**src/hdl/swr_pkg.sv**
```systemverilog
//------------------------------------------------------------------------------
// What this block does
// - Nonvolatile write is self-timed from stop, done within 5 ms.
// - Period select: 00 gives 1.75 s, 01 gives 750 ms, 10 gives 250 ms.
// - After watchdog expiry reset output stays low for 250 ms.
// - On power-up reset output stays low 200 ms after supply valid.
// - Serial clock and data ignore pulses narrower than 50 ns.
// - Watchdog period elapsing unrestarted asserts reset toward the host.
// - Reset is active-low open drain, also asserted on low supply.
//------------------------------------------------------------------------------
package swr_pkg;

	localparam int unsigned CLK_HZ       = 10000000;
	localparam int unsigned NS_PER_CLK   = 100;

	// Times in their own units
	localparam int unsigned WDOG_LONG_MS   = 1750;
	localparam int unsigned WDOG_MID_MS    = 750;
	localparam int unsigned WDOG_SHORT_MS  = 250;
	localparam int unsigned WDOG_RST_MS    = 250;
	localparam int unsigned PWRUP_RST_MS   = 200;
	localparam int unsigned WRITE_CYC_MS   = 5;
	localparam int unsigned READ_WAIT_MS   = 1;
	localparam int unsigned WRITE_WAIT_MS  = 5;
	localparam int unsigned GLITCH_NS      = 50;

	// Cycle counts; long ones are parameters of the top module
	localparam int unsigned CYC_PER_MS     = CLK_HZ / 1000;
	localparam int unsigned GLITCH_CYC     =
		(GLITCH_NS + NS_PER_CLK - 1) / NS_PER_CLK;

	localparam logic [1:0] SEL_LONG  = 2'h0;
	localparam logic [1:0] SEL_MID   = 2'h1;
	localparam logic [1:0] SEL_SHORT = 2'h2;
	localparam logic [1:0] SEL_OFF   = 2'h3;

	localparam int CW = 25;

	typedef enum logic [1:0] {
		SWR_POR  = 2'h0,
		SWR_RUN  = 2'h1,
		SWR_WRST = 2'h3
	} swr_state_e;

	typedef struct packed {
		logic scl;
		logic sda;
	} swr_bus_s;

	typedef struct packed {
		logic rd_ok;
		logic wr_ok;
		logic nv_busy;
	} swr_ready_s;

endpackage : swr_pkg

```
**src/hdl/swr_supervisor.sv**
```systemverilog
`timescale 1ns/1ps
module swr_supervisor #(
	parameter int unsigned WDOG_LONG_CYC  =
		swr_pkg::WDOG_LONG_MS * swr_pkg::CYC_PER_MS,
	parameter int unsigned WDOG_MID_CYC   =
		swr_pkg::WDOG_MID_MS * swr_pkg::CYC_PER_MS,
	parameter int unsigned WDOG_SHORT_CYC =
		swr_pkg::WDOG_SHORT_MS * swr_pkg::CYC_PER_MS,
	parameter int unsigned WDOG_RST_CYC   =
		swr_pkg::WDOG_RST_MS * swr_pkg::CYC_PER_MS,
	parameter int unsigned PWRUP_RST_CYC  =
		swr_pkg::PWRUP_RST_MS * swr_pkg::CYC_PER_MS,
	parameter int unsigned WRITE_CYC_CYC  =
		swr_pkg::WRITE_CYC_MS * swr_pkg::CYC_PER_MS,
	parameter int unsigned READ_WAIT_CYC  =
		swr_pkg::READ_WAIT_MS * swr_pkg::CYC_PER_MS,
	parameter int unsigned WRITE_WAIT_CYC =
		swr_pkg::WRITE_WAIT_MS * swr_pkg::CYC_PER_MS
) (
	input  wire logic                mclk,
	input  wire logic                rst_n,
	input  wire swr_pkg::swr_bus_s   bus_raw,
	input  wire logic                supply_low,
	input  wire logic                wdog_period_sel_hi,
	input  wire logic                wdog_period_sel_lo,
	input  wire logic                access_done,
	input  wire logic                nv_write_stop,
	output      logic                reset_out_n,
	output      logic                reset_oe,
	output      swr_pkg::swr_bus_s   bus_clean,
	output      swr_pkg::swr_ready_s ready,
	output      logic                addr_nack
);

	//--------------------------------------------------------------------------
	// Input glitch filter
	//--------------------------------------------------------------------------
	swr_pkg::swr_bus_s last;
	swr_pkg::swr_bus_s next_last;
	swr_pkg::swr_bus_s next_bus_clean;
	logic [1:0]        stab_cnt;
	logic [1:0]        next_stab_cnt;

	always_comb begin
		next_last      = bus_raw;
		next_bus_clean = bus_clean;
		next_stab_cnt  = stab_cnt;
		if (bus_raw != last)
			next_stab_cnt = 2'h0;
		else if (stab_cnt < 2'(swr_pkg::GLITCH_CYC))
			next_stab_cnt = stab_cnt + 2'h1;
		else
			next_bus_clean = last;
	end

	always_ff @(posedge mclk or negedge rst_n) begin
		if (!rst_n) begin
			last      <= '1;
			bus_clean <= '1;
			stab_cnt  <= 2'h0;
		end else begin
			last      <= next_last;
			bus_clean <= next_bus_clean;
			stab_cnt  <= next_stab_cnt;
		end
	end

	//--------------------------------------------------------------------------
	// Reset sequencer and watchdog
	//--------------------------------------------------------------------------
	function automatic logic [swr_pkg::CW-1:0] wdog_limit(
		input logic [1:0] sel
	);
		case (sel)
			swr_pkg::SEL_LONG:  wdog_limit = swr_pkg::CW'(WDOG_LONG_CYC);
			swr_pkg::SEL_MID:   wdog_limit = swr_pkg::CW'(WDOG_MID_CYC);
			swr_pkg::SEL_SHORT: wdog_limit = swr_pkg::CW'(WDOG_SHORT_CYC);
			default:            wdog_limit = '0;
		endcase
	endfunction : wdog_limit

	swr_pkg::swr_state_e    state;
	swr_pkg::swr_state_e    next_state;
	logic [swr_pkg::CW-1:0] cnt;
	logic [swr_pkg::CW-1:0] next_cnt;
	logic [1:0]             sel;
	logic                   next_reset_out_n;

	assign sel = {wdog_period_sel_hi, wdog_period_sel_lo};

	always_comb begin
		next_state       = state;
		next_cnt         = cnt + swr_pkg::CW'(1);
		next_reset_out_n = reset_out_n;
		case (state)
			swr_pkg::SWR_POR: begin
				next_reset_out_n = 1'b0;
				if (cnt >= swr_pkg::CW'(PWRUP_RST_CYC - 1)) begin
					next_state       = swr_pkg::SWR_RUN;
					next_cnt         = '0;
					next_reset_out_n = 1'b1;
				end
			end
			swr_pkg::SWR_RUN: begin
				next_reset_out_n = 1'b1;
				if (sel == swr_pkg::SEL_OFF || access_done)
					next_cnt = '0;
				else if (cnt >= wdog_limit(sel) - swr_pkg::CW'(1)) begin
					next_state       = swr_pkg::SWR_WRST;
					next_cnt         = '0;
					next_reset_out_n = 1'b0;
				end
			end
			swr_pkg::SWR_WRST: begin
				next_reset_out_n = 1'b0;
				if (cnt >= swr_pkg::CW'(WDOG_RST_CYC - 1)) begin
					next_state       = swr_pkg::SWR_RUN;
					next_cnt         = '0;
					next_reset_out_n = 1'b1;
				end
			end
			default: begin
				next_state = swr_pkg::SWR_POR;
				next_cnt   = '0;
			end
		endcase
		if (supply_low) begin
			next_state       = swr_pkg::SWR_POR;
			next_cnt         = '0;
			next_reset_out_n = 1'b0;
		end
	end

	always_ff @(posedge mclk or negedge rst_n) begin
		if (!rst_n) begin
			state       <= swr_pkg::SWR_POR;
			cnt         <= '0;
			reset_out_n <= 1'b0;
		end else begin
			state       <= next_state;
			cnt         <= next_cnt;
			reset_out_n <= next_reset_out_n;
		end
	end

	// Open drain: driven low whenever reset is asserted
	always_ff @(posedge mclk or negedge rst_n) begin
		if (!rst_n)
			reset_oe <= 1'b1;
		else
			reset_oe <= ~next_reset_out_n;
	end

	//--------------------------------------------------------------------------
	// Access readiness and nonvolatile write timer
	//--------------------------------------------------------------------------
	logic [swr_pkg::CW-1:0] up_cnt;
	logic [swr_pkg::CW-1:0] next_up_cnt;
	logic [swr_pkg::CW-1:0] wc_cnt;
	logic [swr_pkg::CW-1:0] next_wc_cnt;
	swr_pkg::swr_ready_s    next_ready;
	logic                   next_addr_nack;

	always_comb begin
		next_up_cnt = up_cnt;
		if (supply_low)
			next_up_cnt = '0;
		else if (up_cnt < swr_pkg::CW'(WRITE_WAIT_CYC))
			next_up_cnt = up_cnt + swr_pkg::CW'(1);
		next_wc_cnt = wc_cnt;
		if (nv_write_stop)
			next_wc_cnt = swr_pkg::CW'(WRITE_CYC_CYC);
		else if (wc_cnt != '0)
			next_wc_cnt = wc_cnt - swr_pkg::CW'(1);
		next_ready.rd_ok   = next_up_cnt >= swr_pkg::CW'(READ_WAIT_CYC);
		next_ready.wr_ok   = next_up_cnt >= swr_pkg::CW'(WRITE_WAIT_CYC);
		next_ready.nv_busy = next_wc_cnt != '0;
		next_addr_nack     = next_wc_cnt != '0;
	end

	always_ff @(posedge mclk or negedge rst_n) begin
		if (!rst_n) begin
			up_cnt    <= '0;
			wc_cnt    <= '0;
			ready     <= '0;
			addr_nack <= 1'b0;
		end else begin
			up_cnt    <= next_up_cnt;
			wc_cnt    <= next_wc_cnt;
			ready     <= next_ready;
			addr_nack <= next_addr_nack;
		end
	end

	//--------------------------------------------------------------------------
	// Checks
	//--------------------------------------------------------------------------
	// Length of the running write cycle, read by the checks only
	logic [swr_pkg::CW-1:0] nack_len;
	logic [swr_pkg::CW-1:0] next_nack_len;

	always_comb begin
		next_nack_len = nack_len;
		if (nv_write_stop)
			next_nack_len = '0;
		else if (addr_nack)
			next_nack_len = nack_len + swr_pkg::CW'(1);
	end

	always_ff @(posedge mclk or negedge rst_n) begin
		if (!rst_n)
			nack_len <= '0;
		else
			nack_len <= next_nack_len;
	end

	a_supply_drop_low: assert property (@(posedge mclk) disable iff (!rst_n)
		supply_low |=> !reset_out_n && reset_oe)
		else $error("reset not low after supply drop");
	a_reset_od_pair: assert property (@(posedge mclk) disable iff (!rst_n)
		reset_oe == !reset_out_n)
		else $error("open drain enable mismatch");
	a_nv_busy_nack: assert property (@(posedge mclk) disable iff (!rst_n)
		nv_write_stop |=> addr_nack ##1 addr_nack)
		else $error("address acked during write cycle");
	a_nv_cycle_ends: assert property (@(posedge mclk) disable iff (!rst_n)
		$fell(addr_nack) |-> nack_len == swr_pkg::CW'(WRITE_CYC_CYC))
		else $error("write cycle length wrong");
	a_wdog_off_hold: assert property (@(posedge mclk) disable iff (!rst_n)
		state == swr_pkg::SWR_RUN && sel == swr_pkg::SEL_OFF && !supply_low
		|=> reset_out_n)
		else $error("disabled watchdog asserted reset");
	a_wdog_expire: assert property (@(posedge mclk) disable iff (!rst_n)
		$rose(state == swr_pkg::SWR_WRST) |-> !reset_out_n)
		else $error("watchdog expiry without reset");
	a_wdog_period: assert property (@(posedge mclk) disable iff (!rst_n)
		$rose(state == swr_pkg::SWR_WRST)
		|-> $past(cnt) == wdog_limit($past(sel)) - swr_pkg::CW'(1))
		else $error("watchdog period wrong");
	a_wrst_release: assert property (@(posedge mclk) disable iff (!rst_n)
		$past(state) == swr_pkg::SWR_WRST && state == swr_pkg::SWR_RUN
		|-> $past(cnt) == swr_pkg::CW'(WDOG_RST_CYC - 1))
		else $error("watchdog reset length wrong");
	a_por_release: assert property (@(posedge mclk) disable iff (!rst_n)
		$past(state) == swr_pkg::SWR_POR && state == swr_pkg::SWR_RUN
		|-> $past(cnt) == swr_pkg::CW'(PWRUP_RST_CYC - 1))
		else $error("power-up reset length wrong");
	a_glitch_drop: assert property (@(posedge mclk) disable iff (!rst_n)
		$changed(bus_clean) |-> $past(bus_raw, 2) == bus_clean)
		else $error("short pulse passed filter");

endmodule : swr_supervisor

```
**config.mk**
```make
export PLATFORM = sky130hd
export DESIGN_NAME = swr_supervisor
export DESIGN_NICKNAME = d
export VERILOG_FILES = /design/src/hdl/swr_pkg.sv /design/src/hdl/swr_supervisor.sv
export SDC_FILE = /design/constraint.sdc
export NUM_CORES = 1
export LEC_CHECK = 0
export BUFFER_PORTS_ARGS = -buffer_cell sky130_fd_sc_hd__buf_2
export CORE_AREA = 4 4 106 108
export CTS_CLUSTER_DIAMETER = 30
export DETAILED_ROUTE_END_ITERATION = 7
export DIE_AREA = 0 0 110 112
export GPL_TIMING_DRIVEN = 0
export HOLD_SLACK_MARGIN = 0.02
export PLACE_DENSITY = 0.68
export SYNTH_ARGS = -nofsm -noshare
export SYNTH_HDL_FRONTEND = slang
export SYNTH_SLANG_ARGS = --single-unit
```
**constraint.sdc**
```tcl
create_clock -name mclk -period 3.6 [get_ports mclk]
set_input_delay 0.72 -clock mclk [delete_from_list [all_inputs] [get_ports mclk]]
set_output_delay 0.72 -clock mclk [all_outputs]
set_load 0.02 [all_outputs]
```
**Word level (Yosys, flattened, before mapping)**

Index checks and enable logic that the tools add are counted.

- Add/subtract/negate cells: 5
- $lt $le $gt $ge: 7
- Equality and inequality tests: 10
- Mux-type cells: 27
- Bitwise operators: 3
- Reduce and logical (&&, ||, !) cells: 8

Operators with widths:

| kind | count |
|---|---|
| 2-to-1 mux 25 bit | 11 |
| one-hot mux 25 bit (3 select lines) | 2 |
| adder 25 x 1 -> 25 bit (second input constant) | 2 |
| nonzero test 25 bit | 2 |
| subtractor 25 x 1 -> 25 bit (second input constant) | 2 |
| greater-or-equal comparator 25 x 14 -> 1 bit (second input constant) | 1 |
| greater-or-equal comparator 25 x 16 -> 1 bit (second input constant) | 1 |
| greater-or-equal comparator 25 x 21 -> 1 bit (second input constant) | 1 |
| greater-or-equal comparator 25 x 22 -> 1 bit (second input constant) | 1 |
| greater-or-equal comparator 25 bit | 1 |
| less-than comparator 25 x 16 -> 1 bit (second input constant) | 1 |
| 2-to-1 mux 2 bit | 7 |
| != test 3 bit (second input constant) | 4 |
| == test 2 bit (second input constant) | 3 |
| one-hot mux 2 bit (3 select lines) | 1 |
| 2-to-1 mux 1 bit | 5 |
| == test 2 x 1 -> 1 bit (second input constant) | 2 |
| logical NOT 2 bit | 2 |
| AND reduction 4 bit | 1 |
| inverter 1 bit | 3 |
| one-hot mux 1 bit (3 select lines) | 1 |
| adder 2 x 1 -> 2 bit (second input constant) | 1 |
| less-than comparator 2 x 1 -> 1 bit (second input constant) | 1 |
| != test 2 bit | 1 |
| other kinds (3) | 3 |

- Flip-flop bits (word level): 88
- Input bits: 9
- Output and inout bits: 8
- Word-level logic and storage cells: 74

**Depth between registers and ports, before layout**

- Word-level depth: 11
- Depth in mapped cells: 12
- Depth with buffers taken out: 11

**Worst setup path after synthesis**

Ideal clock, no wire load.

- Kind: input -> register
- From: input port wdog_period_sel_lo
- To: register cnt[10] (netlist bit)
- Arrival time: 3.093 ns
- Required time: 3.464 ns
- Slack: 0.371 ns
- Stages: 11
- Path through: inv_1 ha_1 ha_1 nand4_1 a2111oi_0 a221oi_1 o21ai_0 a211oi_1 a211oi_1 clkbuf_1 nor3_1

- Cells in the longest elaborated chain, start to end: 10
- Elaborated cells between the ends (all ways): 14
- Classes of those cells: 1 x add/sub; 1 x order compare; 3 x eq/ne; 7 x mux; 2 x reduce/logical

Ends and longest elaborated chain:

| item | line | RTL |
|---|---|---|
| from (decl) | swr_supervisor.sv:25 | `input wire logic wdog_period_sel_lo,` |
| == test 2 bit, or another cell as far along | swr_supervisor.sv:74 | `case (sel)` |
| one-hot mux 25 bit (3 select lines) | swr_supervisor.sv:74 |  |
| 2-to-1 mux 25 bit | swr_supervisor.sv:106 | `if (sel == swr_pkg::SEL_OFF \|\| access_done)` |
| 2-to-1 mux 25 bit | swr_supervisor.sv:95 | `case (state)` |
| subtractor 25 x 1 -> 25 bit | swr_supervisor.sv:108 | `else if (cnt >= wdog_limit(sel) - swr_pkg::CW'(1)) begin` |
| greater-or-equal comparator 25 bit | swr_supervisor.sv:108 |  |
| 2-to-1 mux 25 bit | swr_supervisor.sv:108 |  |
| 2-to-1 mux 25 bit * | swr_supervisor.sv:106 |  |
| one-hot mux 25 bit (3 select lines) * | swr_supervisor.sv:95 |  |
| 2-to-1 mux 25 bit * | swr_supervisor.sv:127 | `if (supply_low) begin` |
| via next_cnt (one bit) | swr_supervisor.sv:85 | `logic [swr_pkg::CW-1:0] next_cnt;` |
| to (signal assigned) | swr_supervisor.sv:141 | `cnt <= next_cnt;` |
| to (decl) | swr_supervisor.sv:84 | `logic [swr_pkg::CW-1:0] cnt;` |

The timed path passes the listed nets; every way through them passes the cells marked *. The select of a mux whose other input is x is not followed.
A chain may end at the register's enable or synchronous reset.

**Final worst setup path**

- From: input port wdog_period_sel_lo
- To: register cnt[15] (netlist bit)

Same word-level chain as after synthesis.

==> results.ini <==
[worst_setup_path]
reg2reg_from = wc_cnt[2]$_DFF_PN0_
crit_required_ns = 3.81
worstSetupStartpointType = input port
cp_slowest_cell = a211oi_2
crit_chain = buf_2, inv_1, ha_1, ha_1, nand4_1, a2111oi_0, a221oi_1, o21ai_0, a211oi_1, a211oi_2, clkbuf_2, nor3_1
crit_type = input port to flip-flop
end_kind = flip-flop
crit_top_cell = ha_1
critPathLaunch = wdog_period_sel_lo
path_max_fanout = 10
cpPeakStageDelay_ns = 0.45
cp_data_arrival_time_ns = 3.55

[timing]
skew_ns = 0.0124
fin_crit_ns = 3.34
worst_slew_pin_slew_ns = 1.01
slew_viol_final = 0
finalCritPeriodShare = 0.927
max_freq_mhz = 300
setup_viol = 0
fin_ws_ns = 0.262
rsz0062_at_grt = false
setup_tns_ns = 0
hold_ws_ns = 0.264
relSlewSlack = 0.323
hold_viol_final = 0

[route]
vias_per_cell = 5.80
postRouteAntennaNets = 0
wl_um = 11300
wire_per_inst_um = 15.3
vias = 4273
drt_iter0_drc = 227
drc = 0
firstDrtPassIters = 4

[die]
die_w_um = 110
rows = 37
ioPinCount = 17
coreArea_um2 = 10200
start_util = 0.520
die_y_um = 112
dieArea_um2 = 12300

[synth]
async_flop_share = 1.00
synthCells = 568
syn-num-nets = 607
ys_types = 63
synth_top_family_by_area = simple AND/OR/NAND/NOR gates
ys_seq_area_frac = 0.415
synth_top_area_share = 0.390
synth_edf_count = 0
netlist_area_um2 = 5320
synthSimpleGateAreaFrac = 0.252
synthMuxAreaShare = 0.0221
yosys_register_bits = 88
synth_area_leaders = dfrtp_1 39%, ha_1 7.1%, xnor2_1 4.8%
syn_area_per_cell_um2 = 9.37
ys.flop_type = dfrtp_1
yosysTopAreaCell = dfrtp_1
synth_xor_area_frac = 0.0823
yosys_warnings = 0
synth_compound_area_frac = 0.121
synthAdderAreaFrac = 0.0706

[finish]
antenna_cells = 0
multiInputGateArea_um2 = 2920
register_area_um2 = 2210
nets = 635
area_delta_synth_final_pct = 8.51
fillers = 919
finalNonFillerCells = 737
drive_above_1_share = 0.0998

[global_routing]
grt_usage = 0.194
overflow = 0
grt_pass1_wl_um = 19700
antenna_found_initial = 0
grt_start_max_net_pins = 64
grt_pass1_vias = 4337

[clocking]
clock_path_buffers = 2
insertion_delay_ns = 0.36
cts.clk_slew.worst_paths_ns = 0.09
cts_tree = done
cts_buffers = 9
ctsResizeCount = 1
hold_buffers = 0
htreeDepth = 3
clock-root-buffer = clkbuf_8
post_cts_buffers = 0
clock_sinks = 88

[outcome]
outcome = complete, no violations

[place]
pre_cts_slack_ns = -0.477
gp_congestion = 0.869
portBuffers = 16
hpwl_um = 8200
dp.cells = 721

[min_path]
hold_path.class = input port to asynchronous set/reset pin

[pwr]
p_leak_nw = 2.44
ir_worst_vdd_uv = 186
powerDensity_nw_per_um2 = 324

[run]
maxCapViolCount = 0

## metal layers
metal,global-route usage,part of all wire,up-vias
met1,0.264,0.47,2085
met5,0,0,-
met3,0.0307,0.030,14
li1,-,-,2104
met2,0.317,0.49,70
met4,0.0540,0.013,0
## placed cells by master, fill, tap and decap left out, types with 8 or more instances in the layout
cell / count
dfrtp_1: 83
nor2_1: 63
nor3_1: 44
nand2_1: 30
ha_1: 30
xnor2_1: 29
inv_1: 26
nand3_1: 24
xor2_1: 21
nor2b_1: 17
buf_2: 17
a21oi_1: 16
clkbuf_1: 15
nor4_1: 14
o21ai_0: 13
nand4_1: 10
and3_1: 10
clkbuf_8: 10
or3_1: 9
a211oi_1: 8
mux2i_1: 8
or4_1: 8
## critical path, delay by kind of cell
kind,cells,cell delay [ns]
fa+ha+maj,2,0.70
compound gates,5,1.27
simple gates,2,0.18
buf+inv,3,0.67
## final cells by class
cell class | count | share of cell area
timing repair buffer | 17 | 0.0191
tap | 136 | 0.0295
multi-input combinational | 433 | 0.506
inverter | 26 | 0.0169
sequential | 88 | 0.383
clock buffer | 12 | 0.0251
buffer | 21 | 0.0178
clock inverter | 4 | 0.00347
## cells in the mapped netlist (3+ instances only)
cell type	count
nand4_1	10
ha_1	30
inv_1	26
o31ai_1	7
o2111ai_1	3
nor3_1	44
a2bb2oi_1	3
nand3_1	24
o21ai_0	13
dfstp_2	5
a31oi_1	5
mux2i_1	8
o211ai_1	7
nand2_1	30
dfrtp_1	83
o21ai_1	4
or3_1	9
or4_1	8
and3_1	10
nor2_1	63
nor3b_1	4
and2_1	3
nor4_1	14
a211oi_1	9
xnor2_1	29
a21o_1	4
a21oi_1	16
nor2b_1	17
xor2_1	21
clkbuf_1	15
## stage by stage
step | total power, mW | utilization | cell area [um2]
3_5_place_dp | 1.30 | 0.547 | 5600
6_report | 1.87 | 0.564 | 5770
4_1_cts | 1.90 | 0.564 | 5770
2_1_floorplan | 1.21 | - | 5320
3_3_place_gp | 1.28 | 0.544 | 5570
5_1_grt | 1.96 | 0.564 | 5770
## path summary, 6_finish.rpt
path	endpoint	cells past startpoint	slack, ns
setup / recovery	cnt[15]$_DFF_PN0_	12	0.26
hold / removal	addr_nack$_DFF_PN0_	1	0.26
setup reg to reg	addr_nack$_DFF_PN0_	8	0.60
hold reg to reg	cnt[0]$_DFF_PN0_	1	0.53
max in group asynchronous	reset_oe$_DFF_PN1_	2	2.68
min in group mclk	last[1]$_DFF_PN1_	1	0.48
## flip-flops by register name, summed over array words and instances (netlist names)
signal,cells
addr_nack,1
bus_clean,2
cnt,25
last,2
ready,2
reset_oe,1
reset_out_n,1
stab_cnt,2
state,2
up_cnt,25
wc_cnt,25
## power by group
| part | switching (mW) | internal [mW] | leakage (nW) |
|---|---|---|---|
| clock network | 0.333 | 0.266 | 0.0899 |
| logic | 0.140 | 0.0816 | 1.19 |
| registers | 0.0243 | 1.03 | 1.17 |
## logic make-up (layout without fill, tap and decap cells)
kind of cell,count (synthesis),after routing
buffers and inverters,47,80
muxes,11,11
AOI/OAI and AO/OA,89,89
adders and majority gates,30,30
and+or+nand+nor,253,253
DFF,88,88
xor gates and xnor gates,50,50
Power figures use the tool's default switching activity.
